**config.mk**
```make
export PLATFORM = sky130hd
export DESIGN_NAME = usbeiu_top
export DESIGN_NICKNAME = d
export VERILOG_FILES = /design/src/common/usbeiu_pkg.sv /design/src/verilog/usbeiu_top.sv
export SDC_FILE = /design/constraint.sdc
export NUM_CORES = 1
export LEC_CHECK = 0
export BUFFER_PORTS_ARGS = -buffer_cell sky130_fd_sc_hd__buf_2
export CAP_MARGIN = 20
export CORE_ASPECT_RATIO = 1.4
export CORE_MARGIN = 2
export CORE_UTILIZATION = 54
export DETAILED_ROUTE_END_ITERATION = 10
export PLACE_DENSITY = 0.79
export RECOVER_POWER = 50
export SYNTH_ARGS = -nofsm -noshare
export SYNTH_HDL_FRONTEND = slang
export SYNTH_SLANG_ARGS = --single-unit
```
**constraint.sdc**
```tcl
create_clock -name clk -period 2.8 [get_ports clk]
set_input_delay 0.28 -clock clk [delete_from_list [all_inputs] [get_ports clk]]
set_output_delay 0.28 -clock clk [all_outputs]
set_load 0.01 [all_outputs]
```
**src/common/usbeiu_pkg.sv**
```systemverilog
// Purpose: constants and types shared by the usb event interrupt unit
// Assumes: one core clock at 50 MHz, registers reached over a plain byte-wide port
// Notes: addresses are the printed byte addresses of an 8-bit register space

package usbeiu_pkg;

	// ==========================================================
	// register addresses
	localparam logic [15:0] ADDR_USB_IRQ_ENABLE = 16'h1ff3;
	localparam logic [15:0] ADDR_USB_IRQ_ACK = 16'h1ff4;
	localparam logic [15:0] ADDR_USB_IRQ_MASK = 16'h1ff6;
	localparam logic [15:0] ADDR_USB_IRQ_STATUS = 16'h1ff7;
	localparam logic [15:0] ADDR_SR_STATUS = 16'h1ff8;
	localparam logic [15:0] ADDR_SR_ENABLE = 16'h1ff9;
	localparam logic [15:0] ADDR_SR_MASK = 16'h1ffa;

	// ==========================================================
	// field positions of the usb interrupt registers
	localparam int unsigned BIT_FRAME_START = 7;
	localparam int unsigned BIT_FRAME_END_POINT = 6;
	localparam int unsigned BIT_USB_RSVD = 5;
	localparam int unsigned BIT_FUNCTION_EP3 = 4;
	localparam int unsigned BIT_HUB_EP_ZERO = 3;
	localparam int unsigned NUM_EP = 5;
	// field positions of the suspend/resume registers
	localparam int unsigned BIT_BUS_RESET = 3;
	localparam int unsigned BIT_REMOTE_WAKEUP = 2;
	localparam int unsigned BIT_RESUME_SEEN = 1;
	localparam int unsigned BIT_GLOBAL_SUSPEND = 0;
	// implemented bits; everything else reads zero
	localparam logic [7:0] USB_IRQ_BITS = 8'hdf;
	localparam logic [7:0] SR_BITS = 8'h0f;
	localparam logic [7:0] RESET_VALUE = 8'h00;

	// ==========================================================
	// timing
	localparam int unsigned CLK_PERIOD_NS = 20;
	localparam int unsigned EOF2_LEAD_CLOCKS = 10;
	localparam int unsigned BUS_RESET_MIN_NS = 3000000;
	localparam int unsigned BUS_RESET_CYCLES = (BUS_RESET_MIN_NS + CLK_PERIOD_NS - 1) / CLK_PERIOD_NS;
	localparam int unsigned SE0_CNT_W = 18;
	localparam int unsigned FRAME_CNT_W = 16;
	localparam logic [1:0] RESUME_EXCLUDED_PORT = 2'h1;

	// ==========================================================
	// types
	typedef enum logic [1:0] {EP_CONTROL, EP_OUT, EP_IN} usbeiu_ep_type_e;

	typedef struct packed {
		logic rx_out;
		logic tx_ready;
		logic tx_complete;
		logic rx_setup;
		logic stall_sent;
	} usbeiu_ep_csr_s;

	typedef struct packed {
		logic wr;
		logic rd;
		logic [15:0] addr;
		logic [7:0] wdata;
	} usbeiu_bus_s;

endpackage : usbeiu_pkg

```
**src/verilog/usbeiu_top.sv**
```systemverilog
// Purpose: usb hub/function event flags, enables and masks with one interrupt request
// Assumes: all event inputs come from logic on clk; register port answers reads one cycle later
// Notes: hardware sets always win over a firmware clear in the same cycle
//
// Overview of operation
// - end-point events depend on type: out/control, in/control, setup control only
// - a valid start-of-frame packet sets status bit 7
// - status bit 6 sets exactly 10 clocks before the next frame start
// - bit 5 of status, mask, acknowledge and enable always reads zero
// - status bits: 4 function ep3, 3 hub ep0, 2..0 function ep2..ep0
// - end-point flag sets on out-rx, ready-drop with complete, setup, complete, stall sent
// - a 1 in the usb mask register masks that interrupt
// - writing 1 to an acknowledge bit clears only that flag
// - a 1 in the usb enable register enables that interrupt
// - bus-reset flag sets only when its enable and mask bits are both 1
// - separated bus reset (se0 over 3 ms) resets usb logic, not the cpu
// - wakeup request sets status bit 2, interrupts when enable bit 2 and mask bit 2 are both set
// - resume on any port but port 1 sets status bit 1
// - global suspend signalling sets status bit 0
// - suspend/resume enable bits 2..0 raise interrupts for their flags
// - suspend/resume mask gates the interrupt together with the enable; bits 7..4 read zero
// - firmware clears suspend/resume flags by writing 0 to the flag

`timescale 1ns/1ns

module usbeiu_top #(
	parameter int unsigned BUS_RESET_CYCLES = usbeiu_pkg::BUS_RESET_CYCLES
)(
	// clock and reset
	input wire logic clk,
	input wire logic srst,
	// register port
	input wire usbeiu_pkg::usbeiu_bus_s bus,
	output logic [7:0] rd_data,
	// frame events from the serial engine and hub frame timer
	input wire logic sof_valid,
	input wire logic [usbeiu_pkg::FRAME_CNT_W-1:0] frame_clocks_left,
	// end-point control/status bits, index equals status bit position
	input wire usbeiu_pkg::usbeiu_ep_csr_s [usbeiu_pkg::NUM_EP-1:0] ep_csr,
	input wire usbeiu_pkg::usbeiu_ep_type_e [usbeiu_pkg::NUM_EP-1:0] ep_type,
	// suspend/resume events
	input wire logic line_se0,
	input wire logic wakeup_req,
	input wire logic resume_seen,
	input wire logic [1:0] resume_port,
	input wire logic global_suspend_seen,
	// requests to the rest of the chip
	output logic irq,
	output logic usb_logic_reset,
	output logic mcu_reset_req
);

	// ==========================================================
	// elaboration checks
	if (BUS_RESET_CYCLES < 1 || BUS_RESET_CYCLES >= (1 << usbeiu_pkg::SE0_CNT_W))
	begin : g_bad_reset_cycles
		$error("BUS_RESET_CYCLES out of counter range");
	end

	localparam logic [usbeiu_pkg::SE0_CNT_W-1:0] SE0_LIMIT = usbeiu_pkg::SE0_CNT_W'(BUS_RESET_CYCLES);
	localparam logic [usbeiu_pkg::FRAME_CNT_W-1:0] EOF2_POINT =
		usbeiu_pkg::FRAME_CNT_W'(usbeiu_pkg::EOF2_LEAD_CLOCKS);

	// ==========================================================
	// end-point event decode
	// one function serves all five end-points; edges are taken against the previous csr copy
	function automatic logic ep_event(
		input usbeiu_pkg::usbeiu_ep_type_e kind,
		input usbeiu_pkg::usbeiu_ep_csr_s prev,
		input usbeiu_pkg::usbeiu_ep_csr_s cur
	);
		logic is_ctl;
		logic rx_ok;
		logic tx_ok;
		is_ctl = (kind == usbeiu_pkg::EP_CONTROL);
		rx_ok = is_ctl || (kind == usbeiu_pkg::EP_OUT);
		tx_ok = is_ctl || (kind == usbeiu_pkg::EP_IN);
		ep_event = (rx_ok && cur.rx_out && !prev.rx_out)
			|| (tx_ok && prev.tx_ready && !cur.tx_ready && cur.tx_complete)
			|| (is_ctl && cur.rx_setup && !prev.rx_setup)
			|| (tx_ok && cur.tx_complete && !prev.tx_complete)
			|| (tx_ok && cur.stall_sent && !prev.stall_sent);
	endfunction : ep_event

	// ==========================================================
	// state
	typedef enum {SE0_IDLE, SE0_TIMING, SE0_HELD} usbeiu_se0_state_e;

	logic [7:0] usb_irq_status;
	logic [7:0] usb_irq_enable;
	logic [7:0] usb_irq_mask;
	logic [7:0] suspend_resume_status;
	logic [7:0] suspend_resume_enable;
	logic [7:0] suspend_resume_mask;
	usbeiu_pkg::usbeiu_ep_csr_s [usbeiu_pkg::NUM_EP-1:0] ep_prev;
	logic eof2_seen;
	usbeiu_se0_state_e se0_state;
	logic [usbeiu_pkg::SE0_CNT_W-1:0] se0_count;
	logic separated;

	logic [7:0] next_usb_irq_status;
	logic [7:0] next_usb_irq_enable;
	logic [7:0] next_usb_irq_mask;
	logic [7:0] next_suspend_resume_status;
	logic [7:0] next_suspend_resume_enable;
	logic [7:0] next_suspend_resume_mask;
	logic next_eof2_seen;
	usbeiu_se0_state_e next_se0_state;
	logic [usbeiu_pkg::SE0_CNT_W-1:0] next_se0_count;
	logic next_separated;
	logic [7:0] next_rd_data;
	logic next_irq;
	logic next_usb_logic_reset;
	logic next_mcu_reset_req;

	logic [7:0] usb_set;
	logic [7:0] sr_set;
	logic bus_reset_evt;
	logic frame_end_point_hit;

	// ==========================================================
	// bus reset detection: se0 must outlast the full count before it counts as a reset
	always_comb
	begin
		next_se0_state = se0_state;
		next_se0_count = se0_count;
		next_separated = separated;
		bus_reset_evt = 1'b0;
		case (se0_state)
			SE0_IDLE:
			begin
				next_se0_count = '0;
				if (line_se0)
				begin
					next_se0_state = SE0_TIMING;
					next_se0_count = usbeiu_pkg::SE0_CNT_W'(1);
				end
			end
			SE0_TIMING:
			begin
				if (!line_se0)
					next_se0_state = SE0_IDLE;
				else if (se0_count == SE0_LIMIT)
				begin
					// still low after the limit, so it was held longer than the minimum
					bus_reset_evt = 1'b1;
					next_se0_state = SE0_HELD;
					next_separated = suspend_resume_enable[usbeiu_pkg::BIT_BUS_RESET]
						&& suspend_resume_mask[usbeiu_pkg::BIT_BUS_RESET];
				end
				else
					next_se0_count = se0_count + usbeiu_pkg::SE0_CNT_W'(1);
			end
			SE0_HELD:
			begin
				// reset stays applied until the line leaves se0
				if (!line_se0)
					next_se0_state = SE0_IDLE;
			end
			default:
				next_se0_state = SE0_IDLE;
		endcase
	end

	always_ff @(posedge clk)
	begin
		if (srst)
		begin
			se0_state <= SE0_IDLE;
			se0_count <= '0;
			separated <= 1'b0;
		end
		else
		begin
			se0_state <= next_se0_state;
			se0_count <= next_se0_count;
			separated <= next_separated;
		end
	end

	// ==========================================================
	// hardware event collection
	always_comb
	begin
		usb_set = 8'h00;
		frame_end_point_hit = (frame_clocks_left == EOF2_POINT);
		next_eof2_seen = frame_end_point_hit;
		usb_set[usbeiu_pkg::BIT_FRAME_START] = sof_valid;
		// only the first clock at the point counts, so a stalled timer sets once
		usb_set[usbeiu_pkg::BIT_FRAME_END_POINT] = frame_end_point_hit && !eof2_seen;
		for (int i = 0; i < usbeiu_pkg::NUM_EP; i++)
			usb_set[i] = ep_event(ep_type[i], ep_prev[i], ep_csr[i]);
		sr_set = 8'h00;
		sr_set[usbeiu_pkg::BIT_BUS_RESET] = bus_reset_evt && next_separated;
		sr_set[usbeiu_pkg::BIT_REMOTE_WAKEUP] = wakeup_req;
		sr_set[usbeiu_pkg::BIT_RESUME_SEEN] = resume_seen && (resume_port != usbeiu_pkg::RESUME_EXCLUDED_PORT);
		sr_set[usbeiu_pkg::BIT_GLOBAL_SUSPEND] = global_suspend_seen;
	end

	// ==========================================================
	// register file next values; a set in the clearing cycle survives
	always_comb
	begin
		logic [7:0] ack_clr;
		logic [7:0] sr_clr;
		ack_clr = 8'h00;
		sr_clr = 8'h00;
		next_usb_irq_enable = usb_irq_enable;
		next_usb_irq_mask = usb_irq_mask;
		next_suspend_resume_enable = suspend_resume_enable;
		next_suspend_resume_mask = suspend_resume_mask;
		if (bus.wr)
		begin
			case (bus.addr)
				usbeiu_pkg::ADDR_USB_IRQ_ENABLE: next_usb_irq_enable = bus.wdata & usbeiu_pkg::USB_IRQ_BITS;
				usbeiu_pkg::ADDR_USB_IRQ_MASK: next_usb_irq_mask = bus.wdata & usbeiu_pkg::USB_IRQ_BITS;
				usbeiu_pkg::ADDR_USB_IRQ_ACK: ack_clr = bus.wdata;
				usbeiu_pkg::ADDR_SR_STATUS: sr_clr = ~bus.wdata;
				usbeiu_pkg::ADDR_SR_ENABLE: next_suspend_resume_enable = bus.wdata & usbeiu_pkg::SR_BITS;
				usbeiu_pkg::ADDR_SR_MASK: next_suspend_resume_mask = bus.wdata & usbeiu_pkg::SR_BITS;
				default: ack_clr = 8'h00;
			endcase
		end
		next_usb_irq_status = ((usb_irq_status & ~ack_clr) | usb_set) & usbeiu_pkg::USB_IRQ_BITS;
		next_suspend_resume_status = ((suspend_resume_status & ~sr_clr) | sr_set) & usbeiu_pkg::SR_BITS;
		// interrupt follows the registers it is built from, so it lands with them
		next_irq = |(next_usb_irq_status & next_usb_irq_enable & ~next_usb_irq_mask)
			|| |(next_suspend_resume_status & next_suspend_resume_enable & next_suspend_resume_mask);
		next_usb_logic_reset = (next_se0_state == SE0_HELD) && next_separated;
		next_mcu_reset_req = (next_se0_state == SE0_HELD) && !next_separated;
	end

	// read data; unmapped addresses and the acknowledge register read zero
	always_comb
	begin
		next_rd_data = 8'h00;
		if (bus.rd)
		begin
			case (bus.addr)
				usbeiu_pkg::ADDR_USB_IRQ_ENABLE: next_rd_data = usb_irq_enable;
				usbeiu_pkg::ADDR_USB_IRQ_MASK: next_rd_data = usb_irq_mask;
				usbeiu_pkg::ADDR_USB_IRQ_STATUS: next_rd_data = usb_irq_status;
				usbeiu_pkg::ADDR_SR_STATUS: next_rd_data = suspend_resume_status;
				usbeiu_pkg::ADDR_SR_ENABLE: next_rd_data = suspend_resume_enable;
				usbeiu_pkg::ADDR_SR_MASK: next_rd_data = suspend_resume_mask;
				default: next_rd_data = 8'h00;
			endcase
		end
	end

	always_ff @(posedge clk)
	begin
		if (srst)
		begin
			usb_irq_status <= usbeiu_pkg::RESET_VALUE;
			usb_irq_enable <= usbeiu_pkg::RESET_VALUE;
			usb_irq_mask <= usbeiu_pkg::RESET_VALUE;
			suspend_resume_status <= usbeiu_pkg::RESET_VALUE;
			suspend_resume_enable <= usbeiu_pkg::RESET_VALUE;
			suspend_resume_mask <= usbeiu_pkg::RESET_VALUE;
			ep_prev <= '0;
			eof2_seen <= 1'b0;
			rd_data <= 8'h00;
			irq <= 1'b0;
			usb_logic_reset <= 1'b0;
			mcu_reset_req <= 1'b0;
		end
		else
		begin
			usb_irq_status <= next_usb_irq_status;
			usb_irq_enable <= next_usb_irq_enable;
			usb_irq_mask <= next_usb_irq_mask;
			suspend_resume_status <= next_suspend_resume_status;
			suspend_resume_enable <= next_suspend_resume_enable;
			suspend_resume_mask <= next_suspend_resume_mask;
			ep_prev <= ep_csr;
			eof2_seen <= next_eof2_seen;
			rd_data <= next_rd_data;
			irq <= next_irq;
			usb_logic_reset <= next_usb_logic_reset;
			mcu_reset_req <= next_mcu_reset_req;
		end
	end

	// ==========================================================
	// checker helper: consecutive se0 clocks, counted apart from the detector it checks
	logic [usbeiu_pkg::SE0_CNT_W-1:0] se0_run;
	logic [usbeiu_pkg::SE0_CNT_W-1:0] next_se0_run;

	// saturates so a very long se0 cannot wrap back under the limit
	always_comb
	begin
		next_se0_run = se0_run;
		if (!line_se0)
			next_se0_run = '0;
		else if (se0_run != '1)
			next_se0_run = se0_run + usbeiu_pkg::SE0_CNT_W'(1);
	end

	always_ff @(posedge clk)
	begin
		if (srst)
			se0_run <= '0;
		else
			se0_run <= next_se0_run;
	end
endmodule : usbeiu_top
```
Yosys cells after proc, flatten, opt, wreduce, memory -nomap -nowiden:

Index checks and enable logic that the tools add are counted.

* shift-type cells: 0
* bitwise logic cells: 13
* add/subtract/negate cells: 1
* magnitude comparators: 0
* multipliers: 0
* eq/ne operators: 25
* muxes and demuxes: 28
* div/mod/pow operators: 0
* reduce and logical (&&, ||, !) cells: 130

Operators by type and width (number)
* two-way mux 32 bit: 4
* == test 16 x 13 -> 1 bit (second input constant): 7
* one-hot mux 32 bit (3 select lines): 1
* two-way mux 8 bit: 10
* logical AND 1 bit: 61
* one-hot mux 8 bit (6 select lines): 1
* two-way mux 18 bit: 2
* one-hot mux 18 bit (2 select lines): 1
* AND 8 bit: 4
* == test 32 x 1 -> 1 bit (second input constant): 1
* == test 32 x 2 -> 1 bit (second input constant): 1
* == test 32 x 3 -> 1 bit (second input constant): 1
* logical NOT 32 bit: 1
* logical OR 1 bit: 31
* logical NOT 1 bit: 27
* adder 18 x 1 -> 18 bit (second input constant): 1
* == test 18 bit (second input constant): 1
* == test 16 x 4 -> 1 bit (second input constant): 1
* inverter 8 bit: 2
* OR reduction 8 bit: 2
* == test 2 x 1 -> 1 bit (second input constant): 5
* == test 2 bit (second input constant): 5
* logical NOT 2 bit: 5
* AND 4 x 8 -> 8 bit: 1
* other kinds (12): 21

* memory bits (read-only): 0
* RAM bits: 0
* bits in registers: 132
* output and inout bits: 11
* latch bits: 0
* bits of input ports: 86
* word-level logic and storage cells: 237
* memories kept: 0

Longest topological paths before layout:

* word-level depth: 14
* gate-level depth with buffers: 9
* depth with buffers taken out: 9

Worst setup path after synthesis:

OpenSTA, ideal clock, no wires.

* path type: input to register
* start: in bus[21] (netlist bit)
* end: reg irq
* slack: 625 ps
* cell stages on the path: 7
* data required time: 2723 ps
* arrival time: 2099 ps
* buffers on the path: 1
* library setup time: 77 ps
* cells stage by stage: or4b_4 nor3_2 nand4b_1 buf_6 mux2_1 o311a_1 a41oi_2

* cells in the longest elaborated chain, start to end: 10
* elaborated cells on any way between the ends: 32
* those cells by class: eq/ne: 6; mux: 12; bitwise: 11; reduce/logical: 3

Ends and longest elaborated chain
* start, declared: RTL line usbeiu_top.sv:33 `input wire usbeiu_pkg::usbeiu_bus_s bus,`
* == test 16 x 13 -> 1 bit: RTL line usbeiu_top.sv:214 `case (bus.addr)`
* two-way mux 8 bit or two-way mux 4 bit (tied branches): RTL line usbeiu_top.sv:214
* two-way mux 8 bit or two-way mux 4 bit (tied branches): RTL line usbeiu_top.sv:212 `if (bus.wr)`
* inverter 8 bit or inverter 4 bit (tied branches): RTL line usbeiu_top.sv:224, usbeiu_top.sv:225
* AND 8 bit or AND 4 bit (tied branches): RTL line usbeiu_top.sv:224, usbeiu_top.sv:225
* OR 8 bit or OR 4 bit (tied branches): RTL line usbeiu_top.sv:224, usbeiu_top.sv:225
* AND 8 bit or AND 4 x 8 -> 8 bit (tied branches): RTL line usbeiu_top.sv:227, usbeiu_top.sv:228
* AND 8 bit, on equally long branches: RTL line usbeiu_top.sv:227, usbeiu_top.sv:228
* OR reduction 8 bit, on equally long branches: RTL line usbeiu_top.sv:227, usbeiu_top.sv:228
* logical OR 1 bit (*): RTL line usbeiu_top.sv:228 `|| |(next_suspend_resume_status & next_suspend_resume_enable & next_suspend_resume_mask);`
* end signal, assigned: RTL line usbeiu_top.sv:279 `irq <= next_irq;`
* end, declared: RTL line usbeiu_top.sv:48 `output logic irq,`

Mark *: on every way between the ends. The rest lies on a longest branch, timed or not.
A chain may end at the register's enable or synchronous reset.

Worst setup path after layout:

* start: reg se0_state[23]
* end: reg se0_count[12] (netlist bit)

* cells in the longest elaborated chain, start to end: 3
* elaborated cells on any way between the ends: 7
* those cells by class: eq/ne: 3; mux: 1; reduce/logical: 3

Ends and longest elaborated chain
* start, declared: RTL line usbeiu_top.sv:97 `usbeiu_se0_state_e se0_state;`
* start signal, assigned: RTL line usbeiu_top.sv:175 `se0_state <= next_se0_state;`
* == test 32 x 1 -> 1 bit or logical NOT 32 bit (tied branches): RTL line usbeiu_top.sv:129 `case (se0_state)`
* inequality test 2 bit (no source line) or nonzero test 2 bit (tied branches)
* AND reduction 3 bit (no source line)
* end signal, assigned: RTL line usbeiu_top.sv:176 `se0_count <= next_se0_count;`
* end, declared: RTL line usbeiu_top.sv:98 `logic [usbeiu_pkg::SE0_CNT_W-1:0] se0_count;`

Parallel ways exist; a longest one is shown, timed or not.

==> results.py <==
metrics = {
    "clocking": {
        "num_clock_sinks": 122,
        "cts_max_path_buffers": 2,
        "tritoncts.num_buffers": 17,
        "worst_setup_hold_path_clk_slew_ns": 0.06,
        "tritoncts": "built",
        "cts_setup_buffers": 0,
        "worst_skew_pair_latency_ns": 0.41,
        "root_buffer": "sky130_fd_sc_hd__clkbuf_16",
        "cts.repair.resized": 0,
        "htreeDepth": 4,
        "cts-hold-fix-buffers": 0,
    },
    "floorplanning": {
        "floorplan.die.height_um": 115.0,
        "fp.dieW_um": 83.25,
        "dieArea_mm2": 0.009570,
        "floorplan.initialDensity": 0.5548,
        "core_region_area_mm2": 0.008558,
        "ports": 97,
        "row_count": 40,
    },
    "sta": {
        "grt_setup_unrepaired": "false",
        "setup-violations-final": 0,
        "finalMaxSlewViolations": 0,
        "worst_pin_slew_ns": 1.235,
        "skew_ns": 0.006701,
        "max_freq_ghz": 0.3979,
        "sum_neg_setup_slack_ns": 0,
        "post-route-min-period_ns": 2.513,
        "relSlewSlack": 0.1768,
        "hold_slack_ns": 0.09537,
        "hold_viol": 0,
        "layout_worst_path_cycle_share": 0.8975,
    },
    "synth": {
        "synth_async_sr_flop_share": 0,
        "synth_top_area_share": 0.5144,
        "post_synth.cell_area_avg_um2": 9.651,
        "ys_flop_type": "sky130_fd_sc_hd__dfxtp_1",
        "synth_seq_cells": 122,
        "syn-instance-count": 492,
        "synth_top_cells_by_area": "sky130_fd_sc_hd__dfxtp_1 (51%), sky130_fd_sc_hd__nor2_1 (5.4%), sky130_fd_sc_hd__mux2i_1 (5.1%)",
        "seq_area_frac_synth": 0.5144,
        "synthDistinctLibCells": 61,
        "synth_edf_count": 0,
        "syn-cell-area_mm2": 0.004748,
        "yosysTopAreaCell": "sky130_fd_sc_hd__dfxtp_1",
        "synth_warnings": 0,
    },
    "global_route": {
        "grt_max_degree": 60,
        "antenna_found_initial": 0,
        "globalRouteTotalUtil": 0.2370,
        "grt_pass1_vias": 4154,
        "grt_first_pass_wirelength_um": 17910,
        "grt_overflow": 0,
    },
    "worst_setup_path": {
        "critical-path-max-stage-delay_ns": 0.56,
        "crit_path_cell_trace": "nor4_1 > nand4_1 > or3_1 > a2111oi_4 > nand3_1 > xor2_1 > nor2_1",
        "worst-r2r-setup-slack_ns": 0.29,
        "critical_path.n_buffers_inverters": 0,
        "critPathKind": "reg2reg",
        "critical_path_required_ns": 3.10,
        "timing.rr.end": "se0_count[12]",
        "cp-start-kind": "register",
        "timing.critical_path.arrival_ns": 2.82,
        "critPathMaxFanout": 7,
        "r2r_cells": 7,
        "critPathSlowestCell": "sky130_fd_sc_hd__or3_1",
        "r2r-start": "se0_state[23]",
        "critical_path.top_delay_family": "simple AND/OR/NAND/NOR gates",
        "setup.worst_path.end_class": "register",
    },
    "power_and_ir_drop": {
        "p_total_w": 0.004136,
        "power_density_mw_per_mm2": 686.7,
        "p_leak_nw": 2.493,
        "vdd_ir_max_mv": 0.5018,
    },
    "finish": {
        "finalCoreUtilization": 0.7038,
        "design_area_mm2": 0.006023,
        "drive_gt1_frac": 0.2031,
        "area.growth.synth_to_final_pct": 26.85,
        "finalNetCount": 720,
        "num_antenna_cells": 0,
        "final.fill_count": 673,
    },
    "place": {
        "buffer_ports.inserted": 95,
        "placedInstanceArea_mm2": 0.005468,
        "gp_congestion": 0.9144,
        "hpwl_um": 7820,
    },
    "job": {
        "max_cap_viol_count": 0,
    },
    "hold_path": {
        "whs_path_depth": 2,
        "holdCritPathClass": "in2reg",
        "timing.hold.worst.start": "ep_csr[19]",
        "hold-path-endpoint": "ep_prev[19]",
    },
    "routing": {
        "via_per_inst": 5.449,
        "detail-route-antenna-nets": 0,
        "wl_per_cell_um": 14.86,
        "routed_wirelength_um": 11140,
        "number_of_detailed_routing_iterations_run_before_antenna_repair": 7,
        "detail_route.drc_violations": 0,
        "detailedRoute.firstIterationViolations": 227,
        "vias": 4087,
    },
    "outcome": {
        "run_status": "complete, no violations",
    },
}
-- report_power, final --
part           leakage [nW]  total (W)  switching (W)  internal (W)
registers              1.00    0.00181      0.0000172       0.00179
logic                  1.20   0.000191       0.000105     0.0000859
clock network         0.286    0.00214       0.000779       0.00136
-- cells by family after synthesis --
family	after synthesis	synth area share
AND/OR/NAND/NOR	223	0.2538
flip-flops	122	0.5144
AO/OA/AOI/OAI	73	0.1133
buffers and inverters	28	0.02530
multiplexers	27	0.05771
XOR/XNOR	16	0.02951
adder cells (fa/ha/maj)	2	0.005269
other	1	0.0007898
-- layer usage --
metal	wire length [um]	track usage	vias to the layer above
met1	4231	0.2327	1899
li1	-	-	2004
met5	0	0	-
met3	662	0.08040	34
met4	421	0.1596	0
met2	5825	0.4226	150
-- cell usage after synthesis (2+ instances only) --
cell                        instances
sky130_fd_sc_hd__dfxtp_1          122
sky130_fd_sc_hd__nor2_1            68
sky130_fd_sc_hd__nand2_1           32
sky130_fd_sc_hd__nor2b_1           31
sky130_fd_sc_hd__mux2i_1           24
sky130_fd_sc_hd__a21oi_1           20
sky130_fd_sc_hd__inv_1             17
sky130_fd_sc_hd__nand3_1           14
sky130_fd_sc_hd__o21ai_0           14
sky130_fd_sc_hd__xor2_1            14
sky130_fd_sc_hd__nand4_1           13
sky130_fd_sc_hd__nor4_1            12
sky130_fd_sc_hd__and2_1             9
sky130_fd_sc_hd__nor3b_1            9
sky130_fd_sc_hd__clkbuf_1           8
sky130_fd_sc_hd__a222oi_1           6
sky130_fd_sc_hd__a22o_1             4
sky130_fd_sc_hd__and3_1             4
sky130_fd_sc_hd__nor3_1             4
sky130_fd_sc_hd__nor4b_1            4
sky130_fd_sc_hd__a211oi_1           3
sky130_fd_sc_hd__a22oi_1            3
sky130_fd_sc_hd__and4_1             3
sky130_fd_sc_hd__o22ai_1            3
sky130_fd_sc_hd__or3b_2             3
sky130_fd_sc_hd__a2111oi_4          2
sky130_fd_sc_hd__a221oi_1           2
sky130_fd_sc_hd__a31oi_1            2
sky130_fd_sc_hd__a41oi_1            2
sky130_fd_sc_hd__buf_6              2
sky130_fd_sc_hd__ha_1               2
sky130_fd_sc_hd__mux2_2             2
sky130_fd_sc_hd__nand2b_1           2
sky130_fd_sc_hd__nor4bb_1           2
sky130_fd_sc_hd__o31a_1             2
sky130_fd_sc_hd__or3b_1             2
sky130_fd_sc_hd__xnor2_1            2
-- registers in the layout, summed over array words and instances, names as in the netlist, 7 cells and up, named ones only --
register and flops:
ep_prev 25, rd_data 8, se0_count 18, se0_state 32
usb_irq_enable 7, usb_irq_mask 7, usb_irq_status 7
-- cell type report --
| class | count | area [um^2] | share of cell area |
|---|---|---|---|
| Sequential cell | 122 | 2442 | 0.4055 |
| Timing Repair Buffer | 103 | 509.2 | 0.08454 |
| Clock buffer | 19 | 452.9 | 0.07520 |
| Multi-Input combinational cell | 371 | 2282 | 0.3789 |
| Tap cell | 105 | 131.4 | 0.02181 |
| Clock inverter | 13 | 141.4 | 0.02347 |
| Inverter | 17 | 63.81 | 0.01059 |
-- placed cells by master, fill, tap and decap left out, types with 14 or more instances in the layout --
cell type                     n
sky130_fd_sc_hd__a21oi_1     20
sky130_fd_sc_hd__buf_2       82
sky130_fd_sc_hd__clkbuf_1    15
sky130_fd_sc_hd__clkbuf_16   17
sky130_fd_sc_hd__conb_1      30
sky130_fd_sc_hd__dfxtp_1    122
sky130_fd_sc_hd__inv_1       17
sky130_fd_sc_hd__mux2i_1     24
sky130_fd_sc_hd__nand2_1     33
sky130_fd_sc_hd__nand3_1     14
sky130_fd_sc_hd__nor2_1      68
sky130_fd_sc_hd__nor2b_1     31
sky130_fd_sc_hd__o21ai_0     14
sky130_fd_sc_hd__xor2_1      14
-- how the worst max path moves through the flow --
| stage | cells after the start | slack [ns] | from | end |
|---|---|---|---|---|
| 2_1_floorplan | 7 | 0.62 | bus[21] | irq |
| 3_5_place_dp | 9 | 0.22 | bus[21] | irq |
| 6_report | 7 | 0.29 | se0_state[23] | se0_count[12] |
| 4_1_cts | 7 | 0.32 | se0_state[23] | se0_count[7] |
| 3_3_place_gp | 9 | 0.30 | bus[21] | irq |
| 5_1_grt | 7 | 0.11 | se0_state[24] | se0_count[12] |
-- metrics by stage --
| stage | worst slack (ns) | instances |
|---|---|---|
| after floorplan | 0.6246 | 521 |
| after global placement | 0.2977 | 718 |
| after detailed placement | 0.2194 | 718 |
| after CTS | 0.3206 | 750 |
| after global routing | 0.1098 | 750 |
| final | 0.2870 | 750 |
No activity file was read; power rests on OpenSTA's default activity.
